==> config.mk <==
export PLATFORM = sky130hd
export DESIGN_NAME = tcp_chan_pair
export DESIGN_NICKNAME = d
export VERILOG_FILES = /design/src/hw/tcp_pkg.sv /design/src/hw/tcp_chan_pair.sv
export VERILOG_INCLUDE_DIRS = /design/src /design/src/hw
export SDC_FILE = /design/constraint.sdc
export NUM_CORES = 1
export LEC_CHECK = 0
export ABC_AREA = 1
export BUFFER_PORTS_ARGS = -buffer_cell sky130_fd_sc_hd__buf_4
export CORE_MARGIN = 8
export CORE_UTILIZATION = 58
export CTS_BUF_LIST = sky130_fd_sc_hd__clkbuf_4 sky130_fd_sc_hd__clkbuf_8
export DETAILED_ROUTE_END_ITERATION = 16
export PLACE_DENSITY = 0.89
export REMOVE_ABC_BUFFERS = 1
export SETUP_SLACK_MARGIN = 0.3
export SYNTH_ARGS = -nofsm -noshare
export SYNTH_HDL_FRONTEND = slang
export SYNTH_SLANG_ARGS = --single-unit
==> constraint.sdc <==
create_clock -name aclk -period 2.1 [get_ports aclk]
set_clock_uncertainty 0.05 [all_clocks]
set_input_delay 0 -clock aclk [delete_from_list [all_inputs] [get_ports aclk]]
set_output_delay 0 -clock aclk [all_outputs]
set_load 0.02 [all_outputs]
==> src/hw/tcp_map.svh <==
`ifndef TCP_MAP_SVH
`define TCP_MAP_SVH
// Register byte offsets
`define TCP_OFS_MODE 4'h0
`define TCP_OFS_CTRL 4'h4
`define TCP_OFS_CMP 4'h8
`define TCP_OFS_STAT 4'hc
// Reset values
`define TCP_MODE_RST 16'h0000
`define TCP_CTRL_RST 16'h0000
`define TCP_CMP_RST 16'h0000
// Mode register fields (byte per channel)
`define TCP_MS3_LO 0
`define TCP_FEN_BIT 2
`define TCP_SEN_BIT 3
`define TCP_MS4_LO 8
// Control register fields
`define TCP_EN3_BIT 0
`define TCP_POL3_BIT 1
`define TCP_EN4_BIT 2
`define TCP_POL4_BIT 3
`define TCP_PROTECTION_LEVEL_LO 4
`define TCP_SPM_BIT 6
`define TCP_OCTL_LO 8
// Codes
`define TCP_PROTECTION_LEVEL_LOCK 2'b11
`define TCP_OC_PWM0 3'b110
`define TCP_OC_PWM1 3'b111
// Trigger to output latency, clock cycles
`define TCP_LAT_SLOW 5
`define TCP_LAT_FAST 3
// AXI responses
`define TCP_RESP_OKAY 2'b00
`define TCP_RESP_SLVERR 2'b10
`endif

==> src/hw/tcp_pkg.sv <==
package tcp_pkg;
    // Channel function select
    typedef enum logic [1:0] {TCP_MS_OUT, TCP_MS_OWN, TCP_MS_NBR, TCP_MS_ITS}
        tcp_mode_t;
    // One byte of the mode register in input view
    typedef struct packed {
        logic [3:0] filt;
        logic [1:0] psc;
        tcp_mode_t mode;
    } tcp_in_cfg_t;
    // Per channel enable and polarity
    typedef struct packed {
        logic en;
        logic pol;
    } tcp_chan_ctl_t;
endpackage

==> src/hw/tcp_chan_pair.sv <==
// Functional notes
// - Shadow enabled: compare value loads on update
// - Shadow bit locked at protection 11, output
// - Fast compare: trigger edge forces compare level
// - Trigger latency 5 cycles, 3 when fast
// - Mode selects output or one of three inputs
// - Mode field frozen while channel enabled
// - Filter changes after N agreeing samples
// - Filter code picks sample rate and N
// - Prescaler captures every 1, 2, 4, 8 edges
// - Prescaler counter cleared when channel disabled
// - Fourth channel same fields in upper byte
// - Polarity picks rising or falling capture edge
// - Codes 110, 111 are the two PWM modes
//
// Our own choices: the register addresses and the AXI4-Lite slave port.
`timescale 1ns/1ns
`include "tcp_map.svh"

// Digital input filter, one per channel
module tcp_in_filter
    import tcp_pkg::*;
(
    input wire logic aclk,
    input wire logic aresetn,
    input wire logic ce,
    input wire logic [3:0] filt,
    input wire logic raw,
    output logic filt_out
);
    logic [4:0] div_q; // Sample rate divider
    logic [3:0] run_q; // Agreeing sample count
    logic [4:0] mask; // Divider mask from code
    logic [3:0] need; // Samples needed (N)
    logic sample; // Sample strobe

    // Rate and length table; the sampling clock equals aclk here
    always_comb
    begin
        unique case (filt)
            4'h0: {mask, need} = {5'h00, 4'h1};
            4'h1: {mask, need} = {5'h00, 4'h2};
            4'h2: {mask, need} = {5'h00, 4'h4};
            4'h3: {mask, need} = {5'h00, 4'h8};
            4'h4: {mask, need} = {5'h01, 4'h6};
            4'h5: {mask, need} = {5'h01, 4'h8};
            4'h6: {mask, need} = {5'h03, 4'h6};
            4'h7: {mask, need} = {5'h03, 4'h8};
            4'h8: {mask, need} = {5'h07, 4'h6};
            4'h9: {mask, need} = {5'h07, 4'h8};
            4'ha: {mask, need} = {5'h0f, 4'h5};
            4'hb: {mask, need} = {5'h0f, 4'h6};
            4'hc: {mask, need} = {5'h0f, 4'h8};
            4'hd: {mask, need} = {5'h1f, 4'h5};
            4'he: {mask, need} = {5'h1f, 4'h6};
            4'hf: {mask, need} = {5'h1f, 4'h8};
        endcase
    end
    assign sample = ((div_q & mask) == 5'h00);

    // Free running sample divider
    always_ff @(posedge aclk)
    begin
        if (!aresetn)
            div_q <= 5'h00;
        else if (ce)
            div_q <= div_q + 5'h01;
    end

    // Event counter: a glitch shorter than N samples restarts it
    always_ff @(posedge aclk)
    begin
        if (!aresetn)
        begin
            run_q <= 4'h0;
            filt_out <= 1'b0;
        end
        else if (ce && sample)
        begin
            if (raw == filt_out)
                run_q <= 4'h0;
            else if (run_q + 4'h1 >= need)
            begin
                filt_out <= raw;
                run_q <= 4'h0;
            end
            else
                run_q <= run_q + 4'h1;
        end
    end

    // Output only ever moves to the level just sampled
    property p_flt_follow;
        @(posedge aclk) disable iff (!aresetn)
        (filt_out != $past(filt_out)) |-> (filt_out == $past(raw));
    endproperty
    a_flt_follow: assert property (p_flt_follow)
        else $error("filter output moved against input");

    // Filter off passes a new level in one cycle
    property p_flt_off;
        @(posedge aclk) disable iff (!aresetn)
        (ce && filt == 4'h0 && raw != filt_out) |=> (filt_out == $past(raw));
    endproperty
    a_flt_off: assert property (p_flt_off)
        else $error("unfiltered input not passed in one cycle");
endmodule

// Edge detector and capture prescaler, one per channel
module tcp_edge_psc
    import tcp_pkg::*;
(
    input wire logic aclk,
    input wire logic aresetn,
    input wire logic ce,
    input wire logic en,
    input wire logic pol,
    input wire logic sig,
    input wire logic [1:0] psc,
    output logic cap
);
    logic prev_q; // Last raw source level
    logic [2:0] cnt_q; // Edges seen since last capture
    logic [2:0] mask; // Edges per capture minus one
    logic lvl; // Polarity corrected input
    logic edge_hit; // Valid edge this cycle

    assign lvl = sig ^ pol;
    // Old level seen through the current polarity, so a polarity
    // write on a quiet line gives no false edge
    assign edge_hit = lvl && !(prev_q ^ pol);
    assign mask = (psc == 2'b00) ? 3'h0 : (psc == 2'b01) ? 3'h1 :
        (psc == 2'b10) ? 3'h3 : 3'h7;

    // Edge history
    always_ff @(posedge aclk)
    begin
        if (!aresetn)
            prev_q <= 1'b0;
        else if (ce)
            prev_q <= sig;
    end

    // Divide valid edges; disabling restarts the count
    always_ff @(posedge aclk)
    begin
        if (!aresetn)
        begin
            cnt_q <= 3'h0;
            cap <= 1'b0;
        end
        else if (ce)
        begin
            cap <= 1'b0;
            if (!en)
                cnt_q <= 3'h0;
            else if (edge_hit)
            begin
                if ((cnt_q & mask) == mask)
                begin
                    cap <= 1'b1;
                    cnt_q <= 3'h0;
                end
                else
                    cnt_q <= cnt_q + 3'h1;
            end
        end
    end

    property p_psc_clear;
        @(posedge aclk) disable iff (!aresetn)
        (ce && !en) |=> (cnt_q == 3'h0);
    endproperty
    a_psc_clear: assert property (p_psc_clear)
        else $error("prescaler count kept while disabled");

    property p_psc_each;
        @(posedge aclk) disable iff (!aresetn)
        (ce && en && psc == 2'b00 && edge_hit) |=> cap;
    endproperty
    a_psc_each: assert property (p_psc_each)
        else $error("undivided edge gave no capture");

    c_psc_eight: cover property (@(posedge aclk) disable iff (!aresetn)
        (psc == 2'b11 && cap));
endmodule

// Mode and compare configuration for the channel pair
module tcp_chan_pair
    import tcp_pkg::*;
(
    input wire logic aclk,
    input wire logic aresetn,
    input wire logic ce,
    input wire logic [3:0] s_axi_awaddr,
    input wire logic s_axi_awvalid,
    output logic s_axi_awready,
    input wire logic [31:0] s_axi_wdata,
    input wire logic [3:0] s_axi_wstrb,
    input wire logic s_axi_wvalid,
    output logic s_axi_wready,
    output logic [1:0] s_axi_bresp,
    output logic s_axi_bvalid,
    input wire logic s_axi_bready,
    input wire logic [3:0] s_axi_araddr,
    input wire logic s_axi_arvalid,
    output logic s_axi_arready,
    output logic [31:0] s_axi_rdata,
    output logic [1:0] s_axi_rresp,
    output logic s_axi_rvalid,
    input wire logic s_axi_rready,
    input wire logic third_pin,
    input wire logic fourth_pin,
    input wire logic internal_trigger_input,
    input wire logic trigger_edge,
    input wire logic update_event,
    input wire logic [15:0] counter_value,
    input wire logic count_down,
    output logic third_channel_output_reference,
    output logic third_capture,
    output logic fourth_capture,
    output logic [15:0] third_channel_compare_value
);
    logic [15:0] mode_q; // Channel pair mode register
    logic [15:0] ctrl_q; // Enable, polarity, protection, compare code
    logic [15:0] cmp_pre_q; // Compare value as written
    logic [3:0] aw_q; // Latched write address
    logic [31:0] wd_q; // Latched write data
    logic [3:0] ws_q; // Latched strobes
    logic aw_have_q; // Write address held
    logic w_have_q; // Write data held
    logic do_wr; // Both halves present
    logic [15:0] wmask; // Byte lanes to 16-bit mask
    logic [15:0] mode_d; // Mode after locks
    logic [3:0] tpipe_q; // Trigger edge delay line
    logic [31:0] rd_d; // Read mux
    logic rd_ok; // Read address mapped
    tcp_in_cfg_t cfg3; // Third channel input view
    tcp_in_cfg_t cfg4; // Fourth channel input view
    tcp_chan_ctl_t ctl3; // Third channel enable and polarity
    tcp_chan_ctl_t ctl4; // Fourth channel enable and polarity
    logic shadow_en; // Compare shadow stage on
    logic fast_en; // Fast compare on
    logic [2:0] oc_code; // Compare output control
    logic pwm_mode; // One of the two PWM codes
    logic trig_hit; // Delayed trigger acting as match
    logic cmp_lt; // Counter below compare
    logic cmp_gt; // Counter above compare
    logic flt3; // Third filtered input
    logic flt4; // Fourth filtered input
    logic sel3; // Third selected capture source
    logic sel4; // Fourth selected capture source

    assign cfg3 = mode_q[7:0];
    assign cfg4 = mode_q[15:8];
    assign ctl3 = {ctrl_q[`TCP_EN3_BIT], ctrl_q[`TCP_POL3_BIT]};
    assign ctl4 = {ctrl_q[`TCP_EN4_BIT], ctrl_q[`TCP_POL4_BIT]};
    assign shadow_en = mode_q[`TCP_SEN_BIT];
    assign fast_en = mode_q[`TCP_FEN_BIT];
    assign oc_code = ctrl_q[`TCP_OCTL_LO +: 3];
    assign pwm_mode = (oc_code == `TCP_OC_PWM0) || (oc_code == `TCP_OC_PWM1);

    // Write channel acceptance, either order; response after both
    assign s_axi_awready = !aw_have_q && !s_axi_bvalid;
    assign s_axi_wready = !w_have_q && !s_axi_bvalid;
    assign do_wr = aw_have_q && w_have_q;
    assign wmask = {{8{ws_q[1]}}, {8{ws_q[0]}}};

    always_ff @(posedge aclk)
    begin
        if (!aresetn)
        begin
            aw_have_q <= 1'b0;
            w_have_q <= 1'b0;
            aw_q <= 4'h0;
            wd_q <= 32'h0000_0000;
            ws_q <= 4'h0;
            s_axi_bvalid <= 1'b0;
            s_axi_bresp <= `TCP_RESP_OKAY;
        end
        else if (ce)
        begin
            if (s_axi_awvalid && s_axi_awready)
            begin
                aw_have_q <= 1'b1;
                aw_q <= s_axi_awaddr;
            end
            if (s_axi_wvalid && s_axi_wready)
            begin
                w_have_q <= 1'b1;
                wd_q <= s_axi_wdata;
                ws_q <= s_axi_wstrb;
            end
            if (do_wr)
            begin
                aw_have_q <= 1'b0;
                w_have_q <= 1'b0;
                s_axi_bvalid <= 1'b1;
                s_axi_bresp <= (aw_q == `TCP_OFS_STAT ||
                    aw_q[1:0] != 2'b00) ? `TCP_RESP_SLVERR : `TCP_RESP_OKAY;
            end
            else if (s_axi_bready)
                s_axi_bvalid <= 1'b0;
        end
    end

    // Mode write with the enable and protection locks
    always_comb
    begin
        mode_d = (mode_q & ~wmask) | (wd_q[15:0] & wmask);
        if (ctl3.en)
            mode_d[`TCP_MS3_LO +: 2] = mode_q[`TCP_MS3_LO +: 2];
        if (ctl4.en)
            mode_d[`TCP_MS4_LO +: 2] = mode_q[`TCP_MS4_LO +: 2];
        if (ctrl_q[`TCP_PROTECTION_LEVEL_LO +: 2] == `TCP_PROTECTION_LEVEL_LOCK &&
            cfg3.mode == TCP_MS_OUT)
            mode_d[`TCP_SEN_BIT] = mode_q[`TCP_SEN_BIT];
    end

    // Register file updates
    always_ff @(posedge aclk)
    begin
        if (!aresetn)
        begin
            mode_q <= `TCP_MODE_RST;
            ctrl_q <= `TCP_CTRL_RST;
            cmp_pre_q <= `TCP_CMP_RST;
        end
        else if (ce && do_wr)
        begin
            if (aw_q == `TCP_OFS_MODE)
                mode_q <= mode_d;
            if (aw_q == `TCP_OFS_CTRL)
                ctrl_q <= (ctrl_q & ~wmask) | (wd_q[15:0] & wmask);
            if (aw_q == `TCP_OFS_CMP)
                cmp_pre_q <= (cmp_pre_q & ~wmask) | (wd_q[15:0] & wmask);
        end
    end

    // Active compare value: shadowed loads wait for update event
    always_ff @(posedge aclk)
    begin
        if (!aresetn)
            third_channel_compare_value <= `TCP_CMP_RST;
        else if (ce && (!shadow_en || update_event))
            third_channel_compare_value <= cmp_pre_q;
    end

    // Read path, one cycle answer
    always_comb
    begin
        rd_ok = 1'b1;
        rd_d = 32'h0000_0000;
        unique case (s_axi_araddr)
            `TCP_OFS_MODE: rd_d = {16'h0000, mode_q};
            `TCP_OFS_CTRL: rd_d = {16'h0000, ctrl_q};
            `TCP_OFS_CMP: rd_d = {16'h0000, cmp_pre_q};
            `TCP_OFS_STAT: rd_d = {13'h0, flt4, flt3,
                third_channel_output_reference, third_channel_compare_value};
            default: rd_ok = 1'b0;
        endcase
    end

    assign s_axi_arready = !s_axi_rvalid;

    always_ff @(posedge aclk)
    begin
        if (!aresetn)
        begin
            s_axi_rvalid <= 1'b0;
            s_axi_rdata <= 32'h0000_0000;
            s_axi_rresp <= `TCP_RESP_OKAY;
        end
        else if (ce)
        begin
            if (s_axi_arvalid && s_axi_arready)
            begin
                s_axi_rvalid <= 1'b1;
                s_axi_rdata <= rd_d;
                s_axi_rresp <= rd_ok ? `TCP_RESP_OKAY : `TCP_RESP_SLVERR;
            end
            else if (s_axi_rready)
                s_axi_rvalid <= 1'b0;
        end
    end

    // Trigger delay line; fast compare taps it earlier
    always_ff @(posedge aclk)
    begin
        if (!aresetn)
            tpipe_q <= 4'h0;
        else if (ce)
            tpipe_q <= {tpipe_q[2:0], trigger_edge};
    end
    assign trig_hit = pwm_mode && cfg3.mode == TCP_MS_OUT &&
        (fast_en ? tpipe_q[`TCP_LAT_FAST - 2] :
        tpipe_q[`TCP_LAT_SLOW - 2]);

    assign cmp_lt = counter_value < third_channel_compare_value;
    assign cmp_gt = counter_value > third_channel_compare_value;

    // Output reference; non PWM codes belong to another block
    always_ff @(posedge aclk)
    begin
        if (!aresetn)
            third_channel_output_reference <= 1'b0;
        else if (ce && trig_hit)
            third_channel_output_reference <= 1'b1;
        else if (ce && oc_code == `TCP_OC_PWM0)
            third_channel_output_reference <= count_down ? !cmp_gt :
                cmp_lt;
        else if (ce && oc_code == `TCP_OC_PWM1)
            third_channel_output_reference <= count_down ? cmp_gt :
                !cmp_lt;
    end

    // Input path: filters, source select, prescalers
    tcp_in_filter u_flt3 (.aclk(aclk), .aresetn(aresetn), .ce(ce),
        .filt(cfg3.filt), .raw(third_pin), .filt_out(flt3));
    tcp_in_filter u_flt4 (.aclk(aclk), .aresetn(aresetn), .ce(ce),
        .filt(cfg4.filt), .raw(fourth_pin), .filt_out(flt4));

    // Trigger mode assumes software chose a trigger source
    assign sel3 = (cfg3.mode == TCP_MS_OWN) ? flt3 :
        (cfg3.mode == TCP_MS_NBR) ? flt4 : internal_trigger_input;
    assign sel4 = (cfg4.mode == TCP_MS_OWN) ? flt4 :
        (cfg4.mode == TCP_MS_NBR) ? flt3 : internal_trigger_input;

    tcp_edge_psc u_psc3 (.aclk(aclk), .aresetn(aresetn), .ce(ce),
        .en(ctl3.en && cfg3.mode != TCP_MS_OUT), .pol(ctl3.pol),
        .sig(sel3), .psc(cfg3.psc), .cap(third_capture));
    tcp_edge_psc u_psc4 (.aclk(aclk), .aresetn(aresetn), .ce(ce),
        .en(ctl4.en && cfg4.mode != TCP_MS_OUT), .pol(ctl4.pol),
        .sig(sel4), .psc(cfg4.psc), .cap(fourth_capture));

    property p_shadow_hold;
        @(posedge aclk) disable iff (!aresetn)
        (shadow_en && !update_event) |=>
        $stable(third_channel_compare_value);
    endproperty
    a_shadow_hold: assert property (p_shadow_hold)
        else $error("shadowed compare moved without update");

    property p_direct;
        @(posedge aclk) disable iff (!aresetn)
        (ce && !shadow_en) |=> (third_channel_compare_value ==
        $past(cmp_pre_q));
    endproperty
    a_direct: assert property (p_direct)
        else $error("unshadowed compare not taken at once");

    property p_sen_lock;
        @(posedge aclk) disable iff (!aresetn)
        (ctrl_q[5:4] == 2'b11 && cfg3.mode == TCP_MS_OUT) |=>
        $stable(mode_q[3]);
    endproperty
    a_sen_lock: assert property (p_sen_lock)
        else $error("locked shadow bit changed");

    property p_mode_lock;
        @(posedge aclk) disable iff (!aresetn)
        ctl3.en |=> $stable(mode_q[1:0]);
    endproperty
    a_mode_lock: assert property (p_mode_lock)
        else $error("mode changed while channel enabled");

    property p_fast_lat;
        @(posedge aclk) disable iff (!aresetn)
        (trigger_edge && fast_en && pwm_mode && cfg3.mode == TCP_MS_OUT &&
        ce) ##1 ce[*3] |-> third_channel_output_reference;
    endproperty
    a_fast_lat: assert property (p_fast_lat)
        else $error("fast trigger not seen after three cycles");

    property p_slow_lat;
        @(posedge aclk) disable iff (!aresetn)
        (trigger_edge && !fast_en && pwm_mode && cfg3.mode == TCP_MS_OUT &&
        ce) ##1 (ce && !fast_en)[*5] |-> third_channel_output_reference;
    endproperty
    a_slow_lat: assert property (p_slow_lat)
        else $error("trigger not seen after five cycles");

    property p_sel_own;
        @(posedge aclk) disable iff (!aresetn)
        (cfg3.mode == TCP_MS_OWN) |-> (sel3 == flt3);
    endproperty
    a_sel_own: assert property (p_sel_own)
        else $error("own input not selected");

    property p_pwm0_up;
        @(posedge aclk) disable iff (!aresetn)
        (ce && oc_code == 3'b110 && !count_down && cmp_lt) |=>
        third_channel_output_reference;
    endproperty
    a_pwm0_up: assert property (p_pwm0_up)
        else $error("first PWM mode inactive below compare");

    c_wr: cover property (@(posedge aclk) disable iff (!aresetn)
        (do_wr && aw_q == 4'h0));
    c_upd: cover property (@(posedge aclk) disable iff (!aresetn)
        (shadow_en && update_event));
    c_cap3: cover property (@(posedge aclk) disable iff (!aresetn)
        third_capture);
endmodule

# --- Yosys cells after proc, flatten, opt, wreduce, memory -nomap -nowiden ---
# Memories as Yosys holds them, arrays and structs flattened. A register that Yosys moved wholly into a read port is not among the register bits.
# Cells that the tools add are included.
word_totals:
  elab_cells: 201
  ff_bits: 161
  rom_bits: 288
  input_bits: 74
  mem_count: 2
  output_inout_bits: 60
classes:
  n_addsub: 6
  n_eq_ne: 23
  n_reduce_logical: 66
  magnitude_cmp: 4
  bitwise: 21
  mux: 48
mem_list:
  columns: ["memory", "words", "width", "rd", "rd_clocked_by_memory_dff", "wr", "line_no", "text"]
  rows:
  - ["(name not given)", 16, 9, 1, 1, 0, "tcp_chan_pair.sv:40", "unique case (filt)"]
  - ["(name not given)", 16, 9, 1, 1, 0, "tcp_chan_pair.sv:40", null]
op_table:
  columns: ["operator", "count"]
  rows:
  - ["19-bit case mux with 4 select lines", 1]
  - ["16-bit AND", 4]
  - ["16-bit bitwise OR", 3]
  - ["3-bit two-way mux", 12]
  - ["4-bit two-way mux", 8]
  - ["2-bit AND reduction", 13]
  - ["1-bit two-way mux", 25]
  - ["1-bit logical AND", 20]
  - ["4-bit equality test, second input constant", 4]
  - ["16-bit greater-than comparator", 1]
  - ["16-bit less-than comparator", 1]
  - ["16-bit inverter", 1]
  - ["3-bit AND reduction", 5]
  - ["2-bit nonzero test", 7]
  - ["5-bit by 1-bit adder with 5-bit output, second input constant", 2]
  - ["5-bit AND", 2]
  - ["2-bit equality test, second input constant", 5]
  - ["5-bit logical NOT", 2]
  - ["1-bit logical NOT", 9]
  - ["4-bit by 1-bit adder with 4-bit output, second input constant", 2]
  - ["2-bit by 1-bit equality test with 1-bit output, second input constant", 4]
  - ["4-bit by 3-bit equality test with 1-bit output, second input constant", 2]
  - ["4-bit greater-or-equal comparator", 2]
  - ["4-bit logical NOT", 2]
  - ["13 further kinds", 31]

# --- Logic depth before layout (Yosys ltp) ---
depth:
  depth_word: 9
  ltp_mapped: 15
  ltp_nobuf: 15

# --- Hierarchy ---
# A second synthesis with hierarchy kept.
hier_totals:
  cells_unflattened: 1034
  hier_area_um2: 7448.4
by_module_without_submodules:
  columns: ["module", "area_per_inst_um2", "seq_area_each_um2", "cells_per_inst", "n_inst"]
  rows:
  - ["tcp_chan_pair", 5113.7, 2322.2, 670, 1]
  - ["tcp_in_filter (u_flt4)", 838.3, 200.2, 130, 1]
  - ["tcp_in_filter (u_flt3)", 833.3, 200.2, 130, 1]
  - ["tcp_edge_psc", 331.6, 100.1, 52, 2]

# --- Worst setup path before layout ---
# No wires, ideal clock.
synth_path:
  kind: "register -> register"
  startpoint: "reg aw_q[0]"
  endpoint: "reg u_flt4.need[2] (netlist name)"
  synth_period_minus_slack_ps: 1979
  n_path_buf: 1
  setup_ps: 118
  required_ps: 1932
  path_slack_ps: 121
  arrival_time_ps: 1811
  stages_incl_launch_ff: 12
  cell_sequence: "dfxtp_1 nor2_1 nand3_1 nor2_4 nand2_4 inv_2 nor2_1 or2_1 clkbuf_1 ha_1 o21ai_0 o21ai_1"
synth_between:
  elab_chain_len: 4
synth_rtl:
  columns: ["element", "line_no", "text"]
  rows:
  - ["start, declared", "tcp_chan_pair.sv:227", "logic [3:0] aw_q;"]
  - ["start signal, assigned", "tcp_chan_pair.sv:286", "aw_q <= s_axi_awaddr;"]
  - ["4-bit logical NOT (no source line)", null, null]
  - ["2-bit AND reduction (no source line)", null, null]
  - ["4-bit two-way mux (no source line) (2 in a row)", null, null]
# Every way passes these cells.
# A chain may end at the register's enable or synchronous reset.

==> impl_results.md <==
* Post-layout util at 0.805
* Least-Margin Pin Slew at 0.745 ns
* Ports at 134
* Synth Area in XOR/XNOR at 0.00926
* Max Slew Vio Count at 0
* Power Density at 658 nW/µm²
* Antenna viol nets, final at 0
* Hold_sp: update_event
* WL/cell at 18.3 µm
* Distinct cells, synth at 42
* CP Launch Type: register
* Top cells by area, synth: dfxtp_1 (43%), o21ai_0 (9.1%), nand2_1 (8.1%)
* CP max-delay cell: dfxtp_2
* Hold/Removal Path Class: input pin to register
* Final worst-path cycle share at 0.970
* Synth Area in Simple Gates at 0.177
* Leakage at 4.28 nW
* CTS tree: built
* Power Internal at 4.90 mW
* CTS clock-pin slew for the worst setup and hold paths at 0.09 ns
* DR iter-0 viols at 1144
* Synth Area in Compound Gates at 0.216
* Status: finished clean
* Syn avg cell area at 7.48 µm²
* Grt total ovfl at 0
* CTS H-Tree Depth at 4
* Input/output buffers at 100
* FFs w/ async S/R, synth at 0
* Crit. End Element: register
* Area grow syn2layout at 34.7%
* Clk network pwr share at 0.384
* Seq cells post-synth at 164
* Post-synthesis cell count at 1012
* Hold Vio Cnt, Final at 0
* Overall power at 6.71 mW
* R2R setup slack at 0.06 ns
* Total number of vias at 8026
* Most common cell after layout, fill and taps aside: buf_4
* Switching share of power at 0.269
* Relative slew margins at 0.503
* Detailed Place HPWL at 14300 µm
* CP Class: register to register
* Worst R2R Start: aw_q[0]$_SDFFE_PN0P_
* Share of cells above drive strength 1 at 0.253
* Reg power frac at 0.490
* CTS Sinks at 164
* DR pass1 iterations at 7
* Final min period at 2.04 ns
* Hold Crit Depth at 4
* Max stage delay on crit path at 0.34 ns
* Gpl congestion at 0.902
* Number of global-route vias before repair at 7641
* Largest net degree at the start of global routing at 33
* Synth top area share at 0.434
* First-pass GRT wire length at 35900 µm
* WL final at 25400 µm
* Part of the power in combinational logic at 0.126
* Ant diodes at 0
* P_sw at 1.81 mW
* Multiplexer share of the synthesized area at 0
* Sequential area share after synthesis at 0.434
* Final TNS setup at 0 ns
* Starting Density at 0.597
* Clock latency at the later pin of the worst-skew pair at 0.50 ns
* WHS Endpoint: third_channel_compare_value[6]$_SDFFE_PN0P_
* Post-Synth Adder-Cell Area at 0.0661
* CTS root buf: clkbuf_8
* Largest family of logic cells by synthesized area: compound AO/OA/AOI/OAI gates
* Initial antenna violation count at 0
* Num CTS Buffers at 17
* Synthesized cell area at 7570 µm²
* CP Cell Sequence: nor2_4, buf_4, buf_4, buf_4, buf_4, inv_1, nor3_2, nand3_1, buf_4, o21ai_0, a21oi_1
* Max Cap Viol at 0
* Die width at 130 µm
* Most frequent cells in the layout: buf_4 (154), nand2_1 (145), dfxtp_1 (144), o21ai_0 (125), inv_1 (113)
* Critical path data required time at 2.43 ns
* Tot GR Track Use at 0.270
* Synth area leader: dfxtp_1
* CTS Buffer Depth at 2
* Core area at 12700 µm²
* Std cell rows at 41
* Die height at 130 µm
* RSZ-0062 raised after global routing: yes
* VDD IR max at 0.648 mV
* Synth warn at 0
* Largest fanout on the critical path at 16
* Final setup fails at 0
* Die area at 17000 µm²
* DRC at 0
* Final #Nets at 1314
* Fmax at 0.491 GHz
* Vias per inst at 5.80
* Post-synth EDFFs at 0
* Fill count at 735
* Crit path DAT at 2.37 ns
* Reg2Reg Depth at 11
* Main synth FF type: dfxtp_1
* Crit-path most repeated cell: buf_4
how the worst max path moves through the flow:
stage / startpoint / endpoint / slack (ns) / cells past startpoint
after floorplan: register / third_channel_compare_value[0]$_SDFFE_PN0P_ / -0.16 / 4
after global placement: aw_q[0]$_SDFFE_PN0P_ / u_flt3.need[3]$_DFF_P_ / 0.08 / 12
after detailed placement: aw_q[0]$_SDFFE_PN0P_ / u_flt3.need[3]$_DFF_P_ / 0.006 / 12
after CTS: aw_q[1]$_SDFFE_PN0P_ / register / 0.18 / 11
after global routing: aw_q[0]$_SDFFE_PN0P_ / register / -0.02 / 11
final: aw_q[0]$_SDFFE_PN0P_ / register / 0.06 / 11
power by group through the flow:
stage / combinational (mW) / sequential [mW] / clock (mW)
after detailed placement: 0.643 / 3.34 / 0
final: 0.844 / 3.29 / 2.58
after CTS: 0.730 / 3.27 / 2.54
after floorplan: 0.333 / 3.35 / 0
after global placement: 0.622 / 3.34 / 0
after global routing: 0.916 / 3.30 / 2.68
worst max-delay path, delay by kind of cell, from the launching register on:
kind	cells	cell delay (ns)
flops	1	0.34
compound gates	2	0.34
simple gates	3	0.49
buf+inv	6	0.70
stage by stage:
step | std cells | instance area, µm² | hold slack (ns) | setup WS [ns]
floorplan | 974 | 7360 | 0.0394 | -0.158
global placement | 1273 | 8540 | 0.182 | 0.0810
detailed placement | 1273 | 8540 | 0.188 | 0.00647
CTS | 1362 | 9670 | 0.000583 | 0.179
global route | 1384 | 10200 | 0.0494 | -0.0165
finish | 1384 | 10200 | 0.0330 | 0.0631
logic make-up after synthesis:
| kind of cell | Yosys count |
|---|---|
| AND/OR/NAND/NOR | 323 |
| AO/OA/AOI/OAI | 298 |
| buffers and inverters | 178 |
| flip-flops | 164 |
| adder cells (fa/ha/maj) | 40 |
| XOR/XNOR | 8 |
| other | 1 |
area by class of cell:
| type | count | area (µm²) | area share |
|---|---|---|---|
| Multi-Input combinational cell | 684 | 4030 | 0.396 |
| Sequential cell | 164 | 3320 | 0.325 |
| Timing Repair Buffer | 207 | 1700 | 0.167 |
| Inverter | 126 | 484 | 0.0475 |
| Clock buffer | 19 | 262 | 0.0257 |
| Tap cell | 172 | 215 | 0.0211 |
| Clock inverter | 12 | 180 | 0.0177 |
Yosys cell counts (4+ instances only):
master	n
nand4_1	4
buf_2	5
nand3_1	29
ha_1	40
dfxtp_1	164
xnor2_1	6
o211ai_1	8
inv_2	5
a21oi_1	109
o21ai_1	4
inv_1	119
clkbuf_1	29
o22ai_1	18
o21ai_0	138
nand2_1	163
nor2_1	96
nor3_1	19
buf_4	15
o2111ai_1	7
routing by layer:
layer  up-vias  global-route usage  routed length [µm]
met1      3751               0.296                9100
met3       103              0.0624                2340
met2       475               0.483               12900
met5         -                   0                   0
li1       3697                   -                   -
met4         0               0.126                1050
timing repair:
action	in CTS	in global routing
hold endpoints to repair	67	1
pin swaps	19	30
hold buffers	42	1
endpoints found under the setup margin	19	68
gates cloned	0	1
gates resized for setup	39	94
setup buffers	16	20
No activity file was read; power rests on OpenSTA's default activity.
